## src/inc/sdsm_defines.svh

```systemverilog
// Constants for the axis power state machine: object indices, fields, codes.
// Assumes inclusion by bare name from the core module, the master model and the testbench.
`ifndef SDSM_DEFINES_SVH
`define SDSM_DEFINES_SVH
// Object indices
`define SDSM_IDX_CMD      16'h6040
`define SDSM_IDX_STAT     16'h6041
`define SDSM_IDX_QHALT    16'h605A
`define SDSM_IDX_SHUT     16'h605B
`define SDSM_IDX_DISRUN   16'h605C
`define SDSM_IDX_FRESP    16'h605E
`define SDSM_IDX_MSEL     16'h6060
`define SDSM_IDX_MDISP    16'h6061
`define SDSM_IDX_SUPP     16'h6502
// Command word fields
`define SDSM_CMD_CLR      7
`define SDSM_CMD_RUN      3
`define SDSM_CMD_HALT     2
`define SDSM_CMD_PWR      1
`define SDSM_CMD_NRG      0
// State word fields
`define SDSM_ST_LOCK      6
`define SDSM_ST_HALT      5
`define SDSM_ST_MAINS     4
`define SDSM_ST_FAULT     3
`define SDSM_ST_RUN       2
`define SDSM_ST_NRG       1
`define SDSM_ST_ARM       0
// Mode codes
`define SDSM_MODE_NONE    8'h00
`define SDSM_MODE_PPOS    8'h01
`define SDSM_MODE_PSPD    8'h03
`define SDSM_MODE_HOME    8'h06
`define SDSM_MODE_CPOS    8'h08
`define SDSM_MODE_CSPD    8'h09
`define SDSM_MODE_CTRQ    8'h0A
`define SDSM_SUPP_VALUE   32'h0000_03A5
// Reset values
`define SDSM_OPT_RESET    16'h0000
`endif

```

## src/inc/sdsm_pkg.sv

```systemverilog
// Types for the axis power state machine.
// Assumes the defines header is on the include path.
package sdsm_pkg;
    // Eight power states, state word bits 6,3,2,1,0
    typedef enum logic [4:0] {
        SDSM_NOT_READY = 5'b00000,
        SDSM_DISABLED  = 5'b10000,
        SDSM_READY     = 5'b00001,
        SDSM_SW_ON     = 5'b00011,
        SDSM_ENABLED   = 5'b00111,
        SDSM_QSTOP     = 5'b00101,
        SDSM_REACT     = 5'b01111,
        SDSM_FAULT     = 5'b01000
    } sdsm_state_type;
    // Stop action presented to the control loops
    typedef enum logic [1:0] {
        SDSM_STOP_NONE  = 2'b00,
        SDSM_STOP_DECEL = 2'b01,
        SDSM_STOP_BRAKE = 2'b10,
        SDSM_STOP_FREE  = 2'b11
    } sdsm_stop_type;
endpackage : sdsm_pkg

```

## src/core/sdsm_core.sv

```systemverilog
// Axis power state machine: command decode, state word, stop selection, modes.
// Assumes objects arrive as index/write strobes from the network stack on clock.
`timescale 1ns/1ps
`default_nettype none
`include "sdsm_defines.svh"
module sdsm_core (
    input  wire logic                  clock,
    input  wire logic                  rst_n,
    input  wire logic                  clk_en,
    input  wire logic                  init_done,     // Initialisation finished
    input  wire logic                  main_power_in, // Pin, main circuit power
    input  wire logic                  error_in,      // Error detected, level
    input  wire logic                  major_fault,   // Error is major
    input  wire logic                  stop_done,     // Motor stop completed
    input  wire logic                  obj_wr,        // Object write strobe
    input  wire logic [15:0]           obj_index,     // Object index
    input  wire logic [31:0]           obj_wdata,     // Write data
    input  wire logic [15:0]           disable_stop_param,
    input  wire logic [15:0]           fault_stop_param,
    input  wire logic [15:0]           shutdown_stop_param,
    input  wire logic [7:0]            active_mode,   // Mode loops really run
    output logic [31:0]                obj_rdata,     // Read data for obj_index
    output logic                       obj_ack,       // Write accepted
    output logic [15:0]                state_word,
    output sdsm_pkg::sdsm_state_type   axis_power_state,
    output logic                       servo_enable,
    output logic                       error_clear,   // One-cycle error reset
    output sdsm_pkg::sdsm_stop_type    stop_req,
    output logic [3:0]                 stop_digit,    // Parameter digit chosen
    output logic [7:0]                 mode_request
);
    import sdsm_pkg::*;

    // ----------------------------------------------------------------
    // Input synchronisers
    // ----------------------------------------------------------------
    logic mp_s1_r, main_power_flag;          // Main power two-stage sync
    always_ff @(posedge clock or negedge rst_n) begin
        if (!rst_n) begin
            mp_s1_r         <= 1'b0;
            main_power_flag <= 1'b0;
        end else if (clk_en) begin
            mp_s1_r         <= main_power_in;
            main_power_flag <= mp_s1_r;
        end
    end

    // ----------------------------------------------------------------
    // Registers
    // ----------------------------------------------------------------
    logic [15:0]    cmd_r, qhalt_r, shut_r, disrun_r, fresp_r; // Objects
    logic [7:0]     msel_r;                  // Mode select
    logic           clr_prev_r;              // Previous clear bit
    sdsm_state_type state_r, state_nxt;      // Power state
    sdsm_stop_type  stop_r, stop_nxt;        // Active stop action
    logic [3:0]     digit_r, digit_nxt;      // Selected parameter digit
    logic           clear_r;                 // Error reset pulse
    logic [15:0]    word_r;                  // State word

    // Parameter digit n (1 = lowest) of a 4-digit hex parameter
    function automatic logic [3:0] digit_of(input logic [15:0] p, input int n);
        digit_of = p[(n-1)*4 +: 4];
    endfunction : digit_of

    // Option code to stop type; zero means brake per parameter
    function automatic sdsm_stop_type opt_stop(input logic [15:0] o);
        opt_stop = (o == 16'h0000) ? SDSM_STOP_BRAKE : SDSM_STOP_DECEL;
    endfunction : opt_stop

    // ----------------------------------------------------------------
    // Command decode
    // ----------------------------------------------------------------
    wire cmd_write  = obj_wr && (obj_index == `SDSM_IDX_CMD);
    wire b_run  = cmd_r[`SDSM_CMD_RUN];
    wire b_halt = cmd_r[`SDSM_CMD_HALT];     // Halt now, active low
    wire b_pwr  = cmd_r[`SDSM_CMD_PWR];
    wire b_nrg  = cmd_r[`SDSM_CMD_NRG];
    wire b_clr  = cmd_r[`SDSM_CMD_CLR];
    wire c_shutdown = b_halt && b_pwr && !b_nrg;
    wire c_switchon = b_halt && b_pwr && b_nrg && !b_run;
    wire c_enable   = b_halt && b_pwr && b_nrg && b_run;
    wire c_qstop    = !b_halt && b_pwr && b_nrg && b_run;
    wire c_nopower  = !b_pwr;
    wire clr_edge   = b_clr && !clr_prev_r;
    wire powered    = (state_r == SDSM_SW_ON) || (state_r == SDSM_ENABLED)
                      || (state_r == SDSM_QSTOP);
    // Parameter writes refused only while initialising
    wire wr_ok      = (state_r != SDSM_NOT_READY);

    // ----------------------------------------------------------------
    // Next state and stop selection
    // ----------------------------------------------------------------
    always_comb begin
        state_nxt = state_r;                 // Unmatched: hold
        stop_nxt  = stop_r;
        digit_nxt = digit_r;
        unique case (state_r)
            SDSM_NOT_READY: begin
                if (init_done) state_nxt = SDSM_DISABLED;
            end
            SDSM_DISABLED: begin
                if (c_shutdown) state_nxt = SDSM_READY;
            end
            SDSM_READY: begin
                if (c_nopower) state_nxt = SDSM_DISABLED;
                else if ((c_switchon || c_enable) && main_power_flag)
                    state_nxt = SDSM_SW_ON;
            end
            SDSM_SW_ON: begin
                if (c_nopower) state_nxt = SDSM_DISABLED;
                else if (c_shutdown) state_nxt = SDSM_READY;
                else if (c_enable) state_nxt = SDSM_ENABLED;
            end
            SDSM_ENABLED: begin
                if (c_nopower || c_shutdown) begin
                    state_nxt = c_nopower ? SDSM_DISABLED : SDSM_READY;
                    stop_nxt  = opt_stop(shut_r);
                    digit_nxt = (opt_stop(shut_r) == SDSM_STOP_BRAKE) ?
                                digit_of(shutdown_stop_param, 1) :
                                digit_of(shutdown_stop_param, 2);
                end else if (c_switchon) begin
                    state_nxt = SDSM_SW_ON;
                    stop_nxt  = opt_stop(disrun_r);
                    digit_nxt = (opt_stop(disrun_r) == SDSM_STOP_BRAKE) ?
                                digit_of(disable_stop_param, 1) :
                                digit_of(disable_stop_param, 2);
                end else if (c_qstop) begin
                    state_nxt = SDSM_QSTOP;
                    stop_nxt  = (qhalt_r == 16'h0000) ? SDSM_STOP_FREE :
                                SDSM_STOP_DECEL;
                    digit_nxt = qhalt_r[3:0];
                end
            end
            SDSM_QSTOP: begin
                if (c_nopower) state_nxt = SDSM_DISABLED;
            end
            SDSM_REACT: begin
                stop_nxt  = opt_stop(fresp_r);
                digit_nxt = major_fault ? digit_of(fault_stop_param, 2) :
                            digit_of(fault_stop_param, 4);
                if (stop_done) begin
                    state_nxt = SDSM_FAULT;
                    stop_nxt  = SDSM_STOP_BRAKE;
                    digit_nxt = digit_of(fault_stop_param, 1);
                end
            end
            SDSM_FAULT: begin
                if (clr_edge) begin
                    state_nxt = SDSM_DISABLED;
                    stop_nxt  = SDSM_STOP_NONE;
                end
            end
            default: state_nxt = SDSM_NOT_READY;
        endcase
        // Error overrides commands in all states but not-ready, reaction and fault
        if (error_in && powered) begin
            state_nxt = SDSM_REACT;
            stop_nxt  = opt_stop(fresp_r);
            digit_nxt = major_fault ? digit_of(fault_stop_param, 2) :
                        digit_of(fault_stop_param, 4);
        end else if (error_in && (state_r == SDSM_DISABLED ||
                                  state_r == SDSM_READY)) begin
            state_nxt = SDSM_FAULT;
        end
        // Stop clears once motion is back under enable
        if (state_nxt == SDSM_ENABLED) stop_nxt = SDSM_STOP_NONE;
    end

    // ----------------------------------------------------------------
    // Object writes
    // ----------------------------------------------------------------
    always_ff @(posedge clock or negedge rst_n) begin
        if (!rst_n) begin
            cmd_r    <= 16'h0000;
            qhalt_r  <= `SDSM_OPT_RESET;
            shut_r   <= `SDSM_OPT_RESET;
            disrun_r <= `SDSM_OPT_RESET;
            fresp_r  <= `SDSM_OPT_RESET;
            msel_r   <= `SDSM_MODE_NONE;
        end else if (clk_en && obj_wr) begin
            if (obj_index == `SDSM_IDX_CMD) cmd_r <= obj_wdata[15:0];
            if (wr_ok) begin
                if (obj_index == `SDSM_IDX_QHALT)  qhalt_r  <= obj_wdata[15:0];
                if (obj_index == `SDSM_IDX_SHUT)   shut_r   <= obj_wdata[15:0];
                if (obj_index == `SDSM_IDX_DISRUN) disrun_r <= obj_wdata[15:0];
                if (obj_index == `SDSM_IDX_FRESP)  fresp_r  <= obj_wdata[15:0];
                if (obj_index == `SDSM_IDX_MSEL)   msel_r   <= obj_wdata[7:0];
            end
        end
    end

    // ----------------------------------------------------------------
    // State registers
    // ----------------------------------------------------------------
    always_ff @(posedge clock or negedge rst_n) begin
        if (!rst_n) begin
            state_r    <= SDSM_NOT_READY;
            stop_r     <= SDSM_STOP_NONE;
            digit_r    <= 4'h0;
            clr_prev_r <= 1'b0;
            clear_r    <= 1'b0;
        end else if (clk_en) begin
            state_r    <= state_nxt;
            stop_r     <= stop_nxt;
            digit_r    <= digit_nxt;
            clr_prev_r <= b_clr;
            clear_r    <= (state_r == SDSM_FAULT) && clr_edge;
        end
    end

    // ----------------------------------------------------------------
    // State word
    // ----------------------------------------------------------------
    logic [15:0] word_nxt;
    assign word_nxt = {9'h000, state_nxt[4],
                       (state_nxt == SDSM_READY) || (state_nxt == SDSM_SW_ON) ||
                       (state_nxt == SDSM_ENABLED),
                       main_power_flag && (state_nxt != SDSM_NOT_READY), // Zero while initialising
                       state_nxt[3:0]};
    always_ff @(posedge clock or negedge rst_n) begin
        if (!rst_n) word_r <= 16'h0000;
        else if (clk_en) word_r <= word_nxt;
    end

    // ----------------------------------------------------------------
    // Outputs and read mux
    // ----------------------------------------------------------------
    wire running = (state_r == SDSM_ENABLED);
    assign state_word       = word_r;
    assign axis_power_state = state_r;
    assign servo_enable     = running;
    assign error_clear      = clear_r;
    assign stop_req         = stop_r;
    assign stop_digit       = digit_r;
    assign mode_request     = msel_r;
    assign obj_ack          = obj_wr && (wr_ok || cmd_write);
    // Mode display shows running mode only with servo on
    wire [7:0] mode_shown = running ? active_mode : `SDSM_MODE_NONE;
    always_comb begin
        unique case (obj_index)
            `SDSM_IDX_CMD:    obj_rdata = {16'h0000, cmd_r};
            `SDSM_IDX_STAT:   obj_rdata = {16'h0000, word_r};
            `SDSM_IDX_QHALT:  obj_rdata = {16'h0000, qhalt_r};
            `SDSM_IDX_SHUT:   obj_rdata = {16'h0000, shut_r};
            `SDSM_IDX_DISRUN: obj_rdata = {16'h0000, disrun_r};
            `SDSM_IDX_FRESP:  obj_rdata = {16'h0000, fresp_r};
            `SDSM_IDX_MSEL:   obj_rdata = {24'h000000, msel_r};
            `SDSM_IDX_MDISP:  obj_rdata = {24'h000000, mode_shown};
            `SDSM_IDX_SUPP:   obj_rdata = `SDSM_SUPP_VALUE;
            default:          obj_rdata = 32'h0000_0000;
        endcase
    end
endmodule : sdsm_core
`default_nettype wire

```

## config.mk

```make
export PLATFORM = sky130hd
export DESIGN_NAME = sdsm_core
export DESIGN_NICKNAME = d
export VERILOG_FILES = /design/src/inc/sdsm_pkg.sv /design/src/core/sdsm_core.sv
export VERILOG_INCLUDE_DIRS = /design/src /design/src/inc
export SDC_FILE = /design/constraint.sdc
export NUM_CORES = 1
export LEC_CHECK = 0
export BUFFER_PORTS_ARGS = -buffer_cell sky130_fd_sc_hd__buf_2
export CORE_UTILIZATION = 54
export CTS_BUF_LIST = sky130_fd_sc_hd__clkbuf_4
export DETAILED_ROUTE_END_ITERATION = 10
export PLACE_DENSITY_LB_ADDON = 0.15
export SLEW_MARGIN = 15
export SYNTH_ARGS = -nofsm -noshare
export SYNTH_HDL_FRONTEND = slang
export SYNTH_SLANG_ARGS = --single-unit
```

## constraint.sdc

```tcl
create_clock -name clock -period 3.05 [get_ports clock]
set_input_delay 0 -clock clock [delete_from_list [all_inputs] [get_ports clock]]
set_output_delay 0 -clock clock [all_outputs]
set_load 0.01 [all_outputs]
```

==> impl_metrics.csv, run 1 <==
group,metric,value,unit
critical_path,cp-start-kind,"register",
outcome,status,"finished, final reports clean",
route,first_iter_violations,536,
power_and_ir_drop,powerDensity,382,nW/um2
clocking,worstSkewPairLatency,0.47,ns
sta,fin_setup_tns,0,ns
layout,layout.cells.non_filler,826,
sta,slew_violations,0,
layout,drive_above_1_share,38.3,%
sta,fmax,346,MHz
placement,place_inst,790,
sta,period_needed,2.89,ns
grt,antenna_found_initial,0,
floorplanning,dieArea,11700,um2
critical_path,worstPathMaxFanout,19,
logic_synthesis,synth_top_family_by_area,"multiplexers",
route,vias,5168,
route,postRouteAntennaNets,0,
route,first_pass_iters,6,
sta,hold_viol,0,
critical_path,cp-end-kind,"primary output",
logic_synthesis,synth-async-reset-ratio,100,%
layout,final_cell_mix,"buf_2, dfrtp_1, mux2_2",
logic_synthesis,synth_ff_type,"dfrtp_1",
placement,place_area,6690,um2
floorplanning,fp.dieW,108,um
layout,n_antenna_cell,0,
critical_path,critPathArrivalTime,2.89,ns
logic_synthesis,synth-seq-cells,105,
route,vias_per_cell,6.26,
logic_synthesis,yosys.area_share.simple,16.0,%
power_and_ir_drop,p_leak,3.43,nW
grt,grt_pass1_wl,26.8,mm
logic_synthesis,synth_area,6070,um2
sta,period_share,94.8,%
sta,slew_headroom,28.5,%
route,finalWirelength,17.0,mm
grt,track_usage,30.6,%
clocking,cts_tree,"done",
power_and_ir_drop,max-vdd-ir-drop,0.267,mV
placement,io_buffer_count,121,
floorplanning,start_util,55.8,%
logic_synthesis,synth_compound_area_share,14.0,%
placement,place_congestion,0.944,
layout,fillers,911,
floorplanning,num_io_pins,183,
grt,grt_pass1_vias,5110,
placement,place_hpwl,12.2,mm
logic_synthesis,synth_cells,552,
layout,seqCellArea,2630,um2
floorplanning,rows,38,
clocking,h-tree-depth,3,
logic_synthesis,synth_area_per_cell,11.0,um2
layout,nets,795,
clocking,clk_transition_reported_paths,0.16,ns
grt,grt.overflow.total,0,
logic_synthesis,synth-edff-count,0,
logic_synthesis,synthMuxAreaShare,19.3,%
layout,final_area,7030,um2
logic_synthesis,ys_types,72,
critical_path,cp_data_required_time,3.05,ns
layout,area_growth,15.8,%
clocking,post_cts_buffers,0,
sta,fin_ws,0.158,ns
clocking,numCtsBuffers,9,
floorplanning,fp.dieH,108,um
sta,worst_pin_slew,1.06,ns
logic_synthesis,synth_adder_area_share,0,%
logic_synthesis,yosysWarnings,0,
route,wl_per_cell,20.5,um
clocking,cts_sinks,105,
grt,grt_start_max_net_pins,68,
sta,fin_worst_skew,0.0184,ns
route,drc,0,
job,drv_cap,0,
sta,fin_hold_ws,0.0246,ns
critical_path,setup.worst_path.class,"reg -> out",
sta,rsz0062_at_grt,"no",
logic_synthesis,synth_xor_area_share,0.144,%
floorplanning,fp.coreArea,10900,um2
layout,final_common_cell,"buf_2",
placement,dpl_worst_slack,0.673,ns
clocking,cts_buffer_depth,2,
layout,multi_input_area,3100,um2
hold_path,hp-class,"in -> reg",
clocking,clock_tree.root_cell,"clkbuf_4",
logic_synthesis,ys_seq_area_share,43.3,%
sta,setup_viol,0,
[flip-flops by register name, indices dropped and copies added (netlist names)]
signal	count
mode_request	8
cmd_r	16
shut_r	16
main_power_flag	1
disrun_r	16
stop_digit	4
axis_power_state	5
mp_s1_r	1
state_word	2
qhalt_r	16
clr_prev_r	1
stop_req	2
error_clear	1
fresp_r	16
[final cells by class]
cell class | instances | area share, %
clock buffers | 10 | 1.07
clock inverters | 5 | 0.783
inverters | 10 | 0.534
multi-input cells | 396 | 44.0
flip-flops and latches | 105 | 37.4
well taps | 140 | 2.49
repair buffers | 160 | 13.7
[path summary, 6_finish.rpt]
check | from | endpoint | slack, ns | cells past startpoint
worst max-delay path | axis_power_state[2] | obj_rdata[7] | 0.16 | 7
worst max register to register | shut_r[3] | stop_digit[3] | 0.40 | 6
worst min-delay path | clk_en | axis_power_state[1] | 0.02 | 3
max in group asynchronous | rst_n | disrun_r[12] | 2.20 | 3
min in group asynchronous | rst_n | axis_power_state[3] | 0.14 | 2
worst min register to register | error_clear | error_clear | 0.51 | 2
[logic make-up after synthesis]
kind of cell / Yosys count
AOI/OAI and AO/OA: 108
DFF: 105
muxes: 102
xor gates and xnor gates: 1
other: 1
and+or+nand+nor: 160
buffers and inverters: 75
[worst max-delay path: stages (launching register included)]
cell      delay, ns
dfrtp_1        0.38
buf_4          0.22
nand4b_1       0.40
or3_1          0.50
nor3_2         0.43
a22oi_1        0.21
nand4_1        0.13
buf_2          0.14
[metrics by stage]
| stage | total power, mW | util [%] |
|---|---|---|
| after CTS | 2.70 | 64.6 |
| final | 2.69 | 64.6 |
| after global placement | 1.97 | 61.5 |
| after global routing | 2.82 | 64.6 |
| after detailed placement | 1.98 | 61.5 |
| after floorplan | 1.79 | - |
[metal layers]
| layer | part of all wire, % | vias to the layer above | GRT usage [%] |
|---|---|---|---|
| li1 | - | 2342 | - |
| met1 | 42 | 2567 | 39.6 |
| met2 | 49 | 221 | 51.8 |
| met3 | 5.9 | 38 | 3.92 |
| met4 | 2.7 | 0 | 12.8 |
| met5 | 0 | - | 0 |
[cells in the mapped netlist (3+ instances only)]
cell / instances / area, um2
mux2_4: 10 / 150
buf_4: 35 / 263
inv_1: 9 / 33.8
a2111oi_0: 3 / 26.3
clkbuf_1: 23 / 86.3
a211o_1: 3 / 26.3
and3_1: 3 / 18.8
nand3_1: 19 / 95.1
nand4b_1: 3 / 26.3
nand4_1: 11 / 68.8
a22oi_1: 17 / 128
nand2_1: 29 / 109
o21ai_0: 14 / 70.1
a31oi_1: 5 / 31.3
buf_2: 3 / 15.0
or4b_1: 3 / 30.0
o221a_2: 3 / 33.8
mux2i_1: 10 / 100
o2111ai_1: 4 / 35.0
mux2_2: 82 / 923
a22o_1: 4 / 35.0
and2_1: 3 / 18.8
a21oi_1: 11 / 55.1
buf_6: 3 / 33.8
nor4_1: 17 / 106
nor3_2: 5 / 50.1
nand2b_1: 6 / 37.5
nor2_1: 16 / 60.1
o211ai_1: 4 / 30.0
or3_1: 4 / 25.0
nor3_1: 12 / 60.1
dfrtp_1: 105 / 2630
a222oi_1: 16 / 160
a32oi_1: 3 / 26.3
nor2b_1: 7 / 43.8
[power by group]
part	leakage (nW)	switching [mW]	internal [mW]
clock network	0.0719	0.457	0.255
logic	1.94	0.283	0.206
registers	1.42	0.0395	1.45
total	3.43	0.780	1.91
[repair_timing]
item,CTS,global route
hold endpoints to repair,157,0
resized for setup,0,0
hold buffers,21,0
Power figures use the tool's default switching activity.
==> inputs of run 2 (changes only) <==
Settings changed: CELL_PAD_IN_SITES_DETAIL_PLACEMENT set to 1, CELL_PAD_IN_SITES_GLOBAL_PLACEMENT set to 2, CORE_UTILIZATION 54 to 33.
==> impl_metrics.csv, run 2 (same netlist as run 1, synthesis figures left out) <==
group,metric,value,unit
grt,grt_pass1_wl,30.4,mm
clocking,cts_tree,"done",
layout,layout.cells.non_filler,925,
job,drv_cap,0,
layout,area_growth,18.8,%
critical_path,path_cells,"nor4_1, nand4_1, mux2_2, dlygate4sd3_1, o2111ai_1, a31oi_1",
layout,drive_above_1_share,38.6,%
sta,fin_worst_skew,0.0336,ns
critical_path,critical_path.max_stage_delay,0.65,ns
power_and_ir_drop,power_frac_comb,19.0,%
clocking,clk_transition_reported_paths,0.18,ns
sta,period_needed,2.96,ns
power_and_ir_drop,p_switching,833,uW
hold_path,hp-class,"in -> reg",
grt,grt.overflow.total,0,
power_and_ir_drop,clockPowerShare,25.1,%
floorplanning,start_util,33.7,%
placement,io_buffer_count,121,
clocking,numCtsBuffers,9,
grt,grt_start_max_net_pins,59,
layout,final_util,40.0,%
critical_path,crit_buf_inv,1,
outcome,status,"finished, final reports clean",
route,drc,0,
power_and_ir_drop,internal-power,1.83,mW
clocking,cts_sinks,105,
route,finalWirelength,19.9,mm
floorplanning,fp.dieW,138,um
floorplanning,rows,49,
clocking,post_cts_buffers,0,
sta,period_share,97.1,%
critical_path,cp-end-kind,"register",
power_and_ir_drop,p_leak,3.47,nW
grt,antenna_found_initial,0,
layout,nets,804,
layout,fillers,2036,
critical_path,worstPathMaxFanout,6,
sta,worst_pin_slew,1.08,ns
clocking,worstSkewPairLatency,0.49,ns
sta,slew_headroom,27.8,%
floorplanning,fp.coreArea,18000,um2
route,wl_per_cell,21.5,um
layout,final_area,7220,um2
route,first_iter_violations,278,
layout,final_cell_mix,"buf_2, dfrtp_1, mux2_2",
floorplanning,fp.dieH,138,um
route,vias,5124,
sta,hold_viol,0,
clocking,clock_tree.root_cell,"clkbuf_4",
critical_path,crit_slowest_cell,"nor4_1",
clocking,h-tree-depth,3,
layout,multi_input_area,3100,um2
clocking,cts_buffer_depth,2,
placement,place_inst,883,
route,vias_per_cell,5.54,
critical_path,cp-start-kind,"register",
critical_path,setup.worst_path.class,"reg -> reg",
power_and_ir_drop,sequentialPowerShare,55.8,%
layout,final_common_cell,"buf_2",
sta,fmax,338,MHz
grt,grt_pass1_vias,5228,
sta,setup_viol,0,
placement,place_congestion,0.784,
power_and_ir_drop,swShare,31.2,%
sta,fin_ws,0.0892,ns
layout,seqCellArea,2630,um2
power_and_ir_drop,powerDensity,370,nW/um2
sta,slew_violations,0,
placement,place_area,6840,um2
floorplanning,dieArea,19000,um2
critical_path,critPathArrivalTime,3.35,ns
route,postRouteAntennaNets,0,
sta,fin_setup_tns,0,ns
route,first_pass_iters,5,
sta,rsz0062_at_grt,"no",
grt,track_usage,21.9,%
critical_path,path_delay_family,"simple AND/OR/NAND/NOR gates",
layout,n_antenna_cell,0,
floorplanning,num_io_pins,183,
placement,place_hpwl,14.5,mm
critical_path,cp_data_required_time,3.44,ns
sta,fin_hold_ws,0.0338,ns
power_and_ir_drop,max-vdd-ir-drop,0.179,mV
power_and_ir_drop,power,2.67,mW
placement,dpl_worst_slack,0.562,ns
[run 2: changes by cell type in the layout (fill, tap and decap cells not counted), sizes merged]
cell,delta
buf,+4
clkbuf,-1
bufinv,-1
inv,+2
dlygate4sd3,+5
clkinv,+1
[run 2: path summary, 6_finish.rpt]
path                                       from       endpoint  slack, ns  cells after the start
max                                 disrun_r[2]  stop_digit[3]       0.09                      6
max in group asynchronous                 rst_n     fresp_r[0]       2.12                      3
max reg2reg                         disrun_r[2]  stop_digit[3]       0.09                      6
min reg2reg                         error_clear    error_clear       0.53                      2
min                        fault_stop_param[12]  stop_digit[0]       0.03                      4
min in group asynchronous                 rst_n  stop_digit[3]       0.14                      2
[run 2: layout make-up]
class                           instances  share of cell area (%)
Inverter                               10                   0.520
Clock buffer                            9                   0.936
Multi-Input combinational cell        396                    42.9
Timing Repair Buffer                  169                    14.5
Clock inverter                          7                   0.728
Tap cell                              229                    3.97
Sequential cell                       105                    36.4
[run 2: metal layers]
layer / vias up / part of all wire (%) / GRT usage (%)
met2: 134 / 48 / 37.0
met4: 0 / 1.2 / 5.25
met1: 2620 / 46 / 29.3
met3: 14 / 4.5 / 2.98
met5: - / 0 / 0
li1: 2356 / - / -
[run 2: what timing repair did]
item | in CTS | in global routing
hold endpoints to repair | 152 | 1
gates resized for setup | 0 | 0
setup endpoints to repair | 0 | 1
hold buffers | 25 | 1
[run 2: power groups by stage]
stage / sequential (mW) / clock (mW) / combinational, mW
CTS: 1.49 / 0.705 / 0.513
finish: 1.49 / 0.671 / 0.508
detailed placement: 1.52 / 0 / 0.486
floorplan: 1.53 / 0 / 0.254
global placement: 1.52 / 0 / 0.475
global route: 1.50 / 0.753 / 0.565
[run 2: worst min-delay path: cells and delay by family]
family | cells | cell delay, ns
AOI/OAI and AO/OA | 2 | 0.35
buffers and inverters | 1 | 0.08
muxes | 1 | 0.08
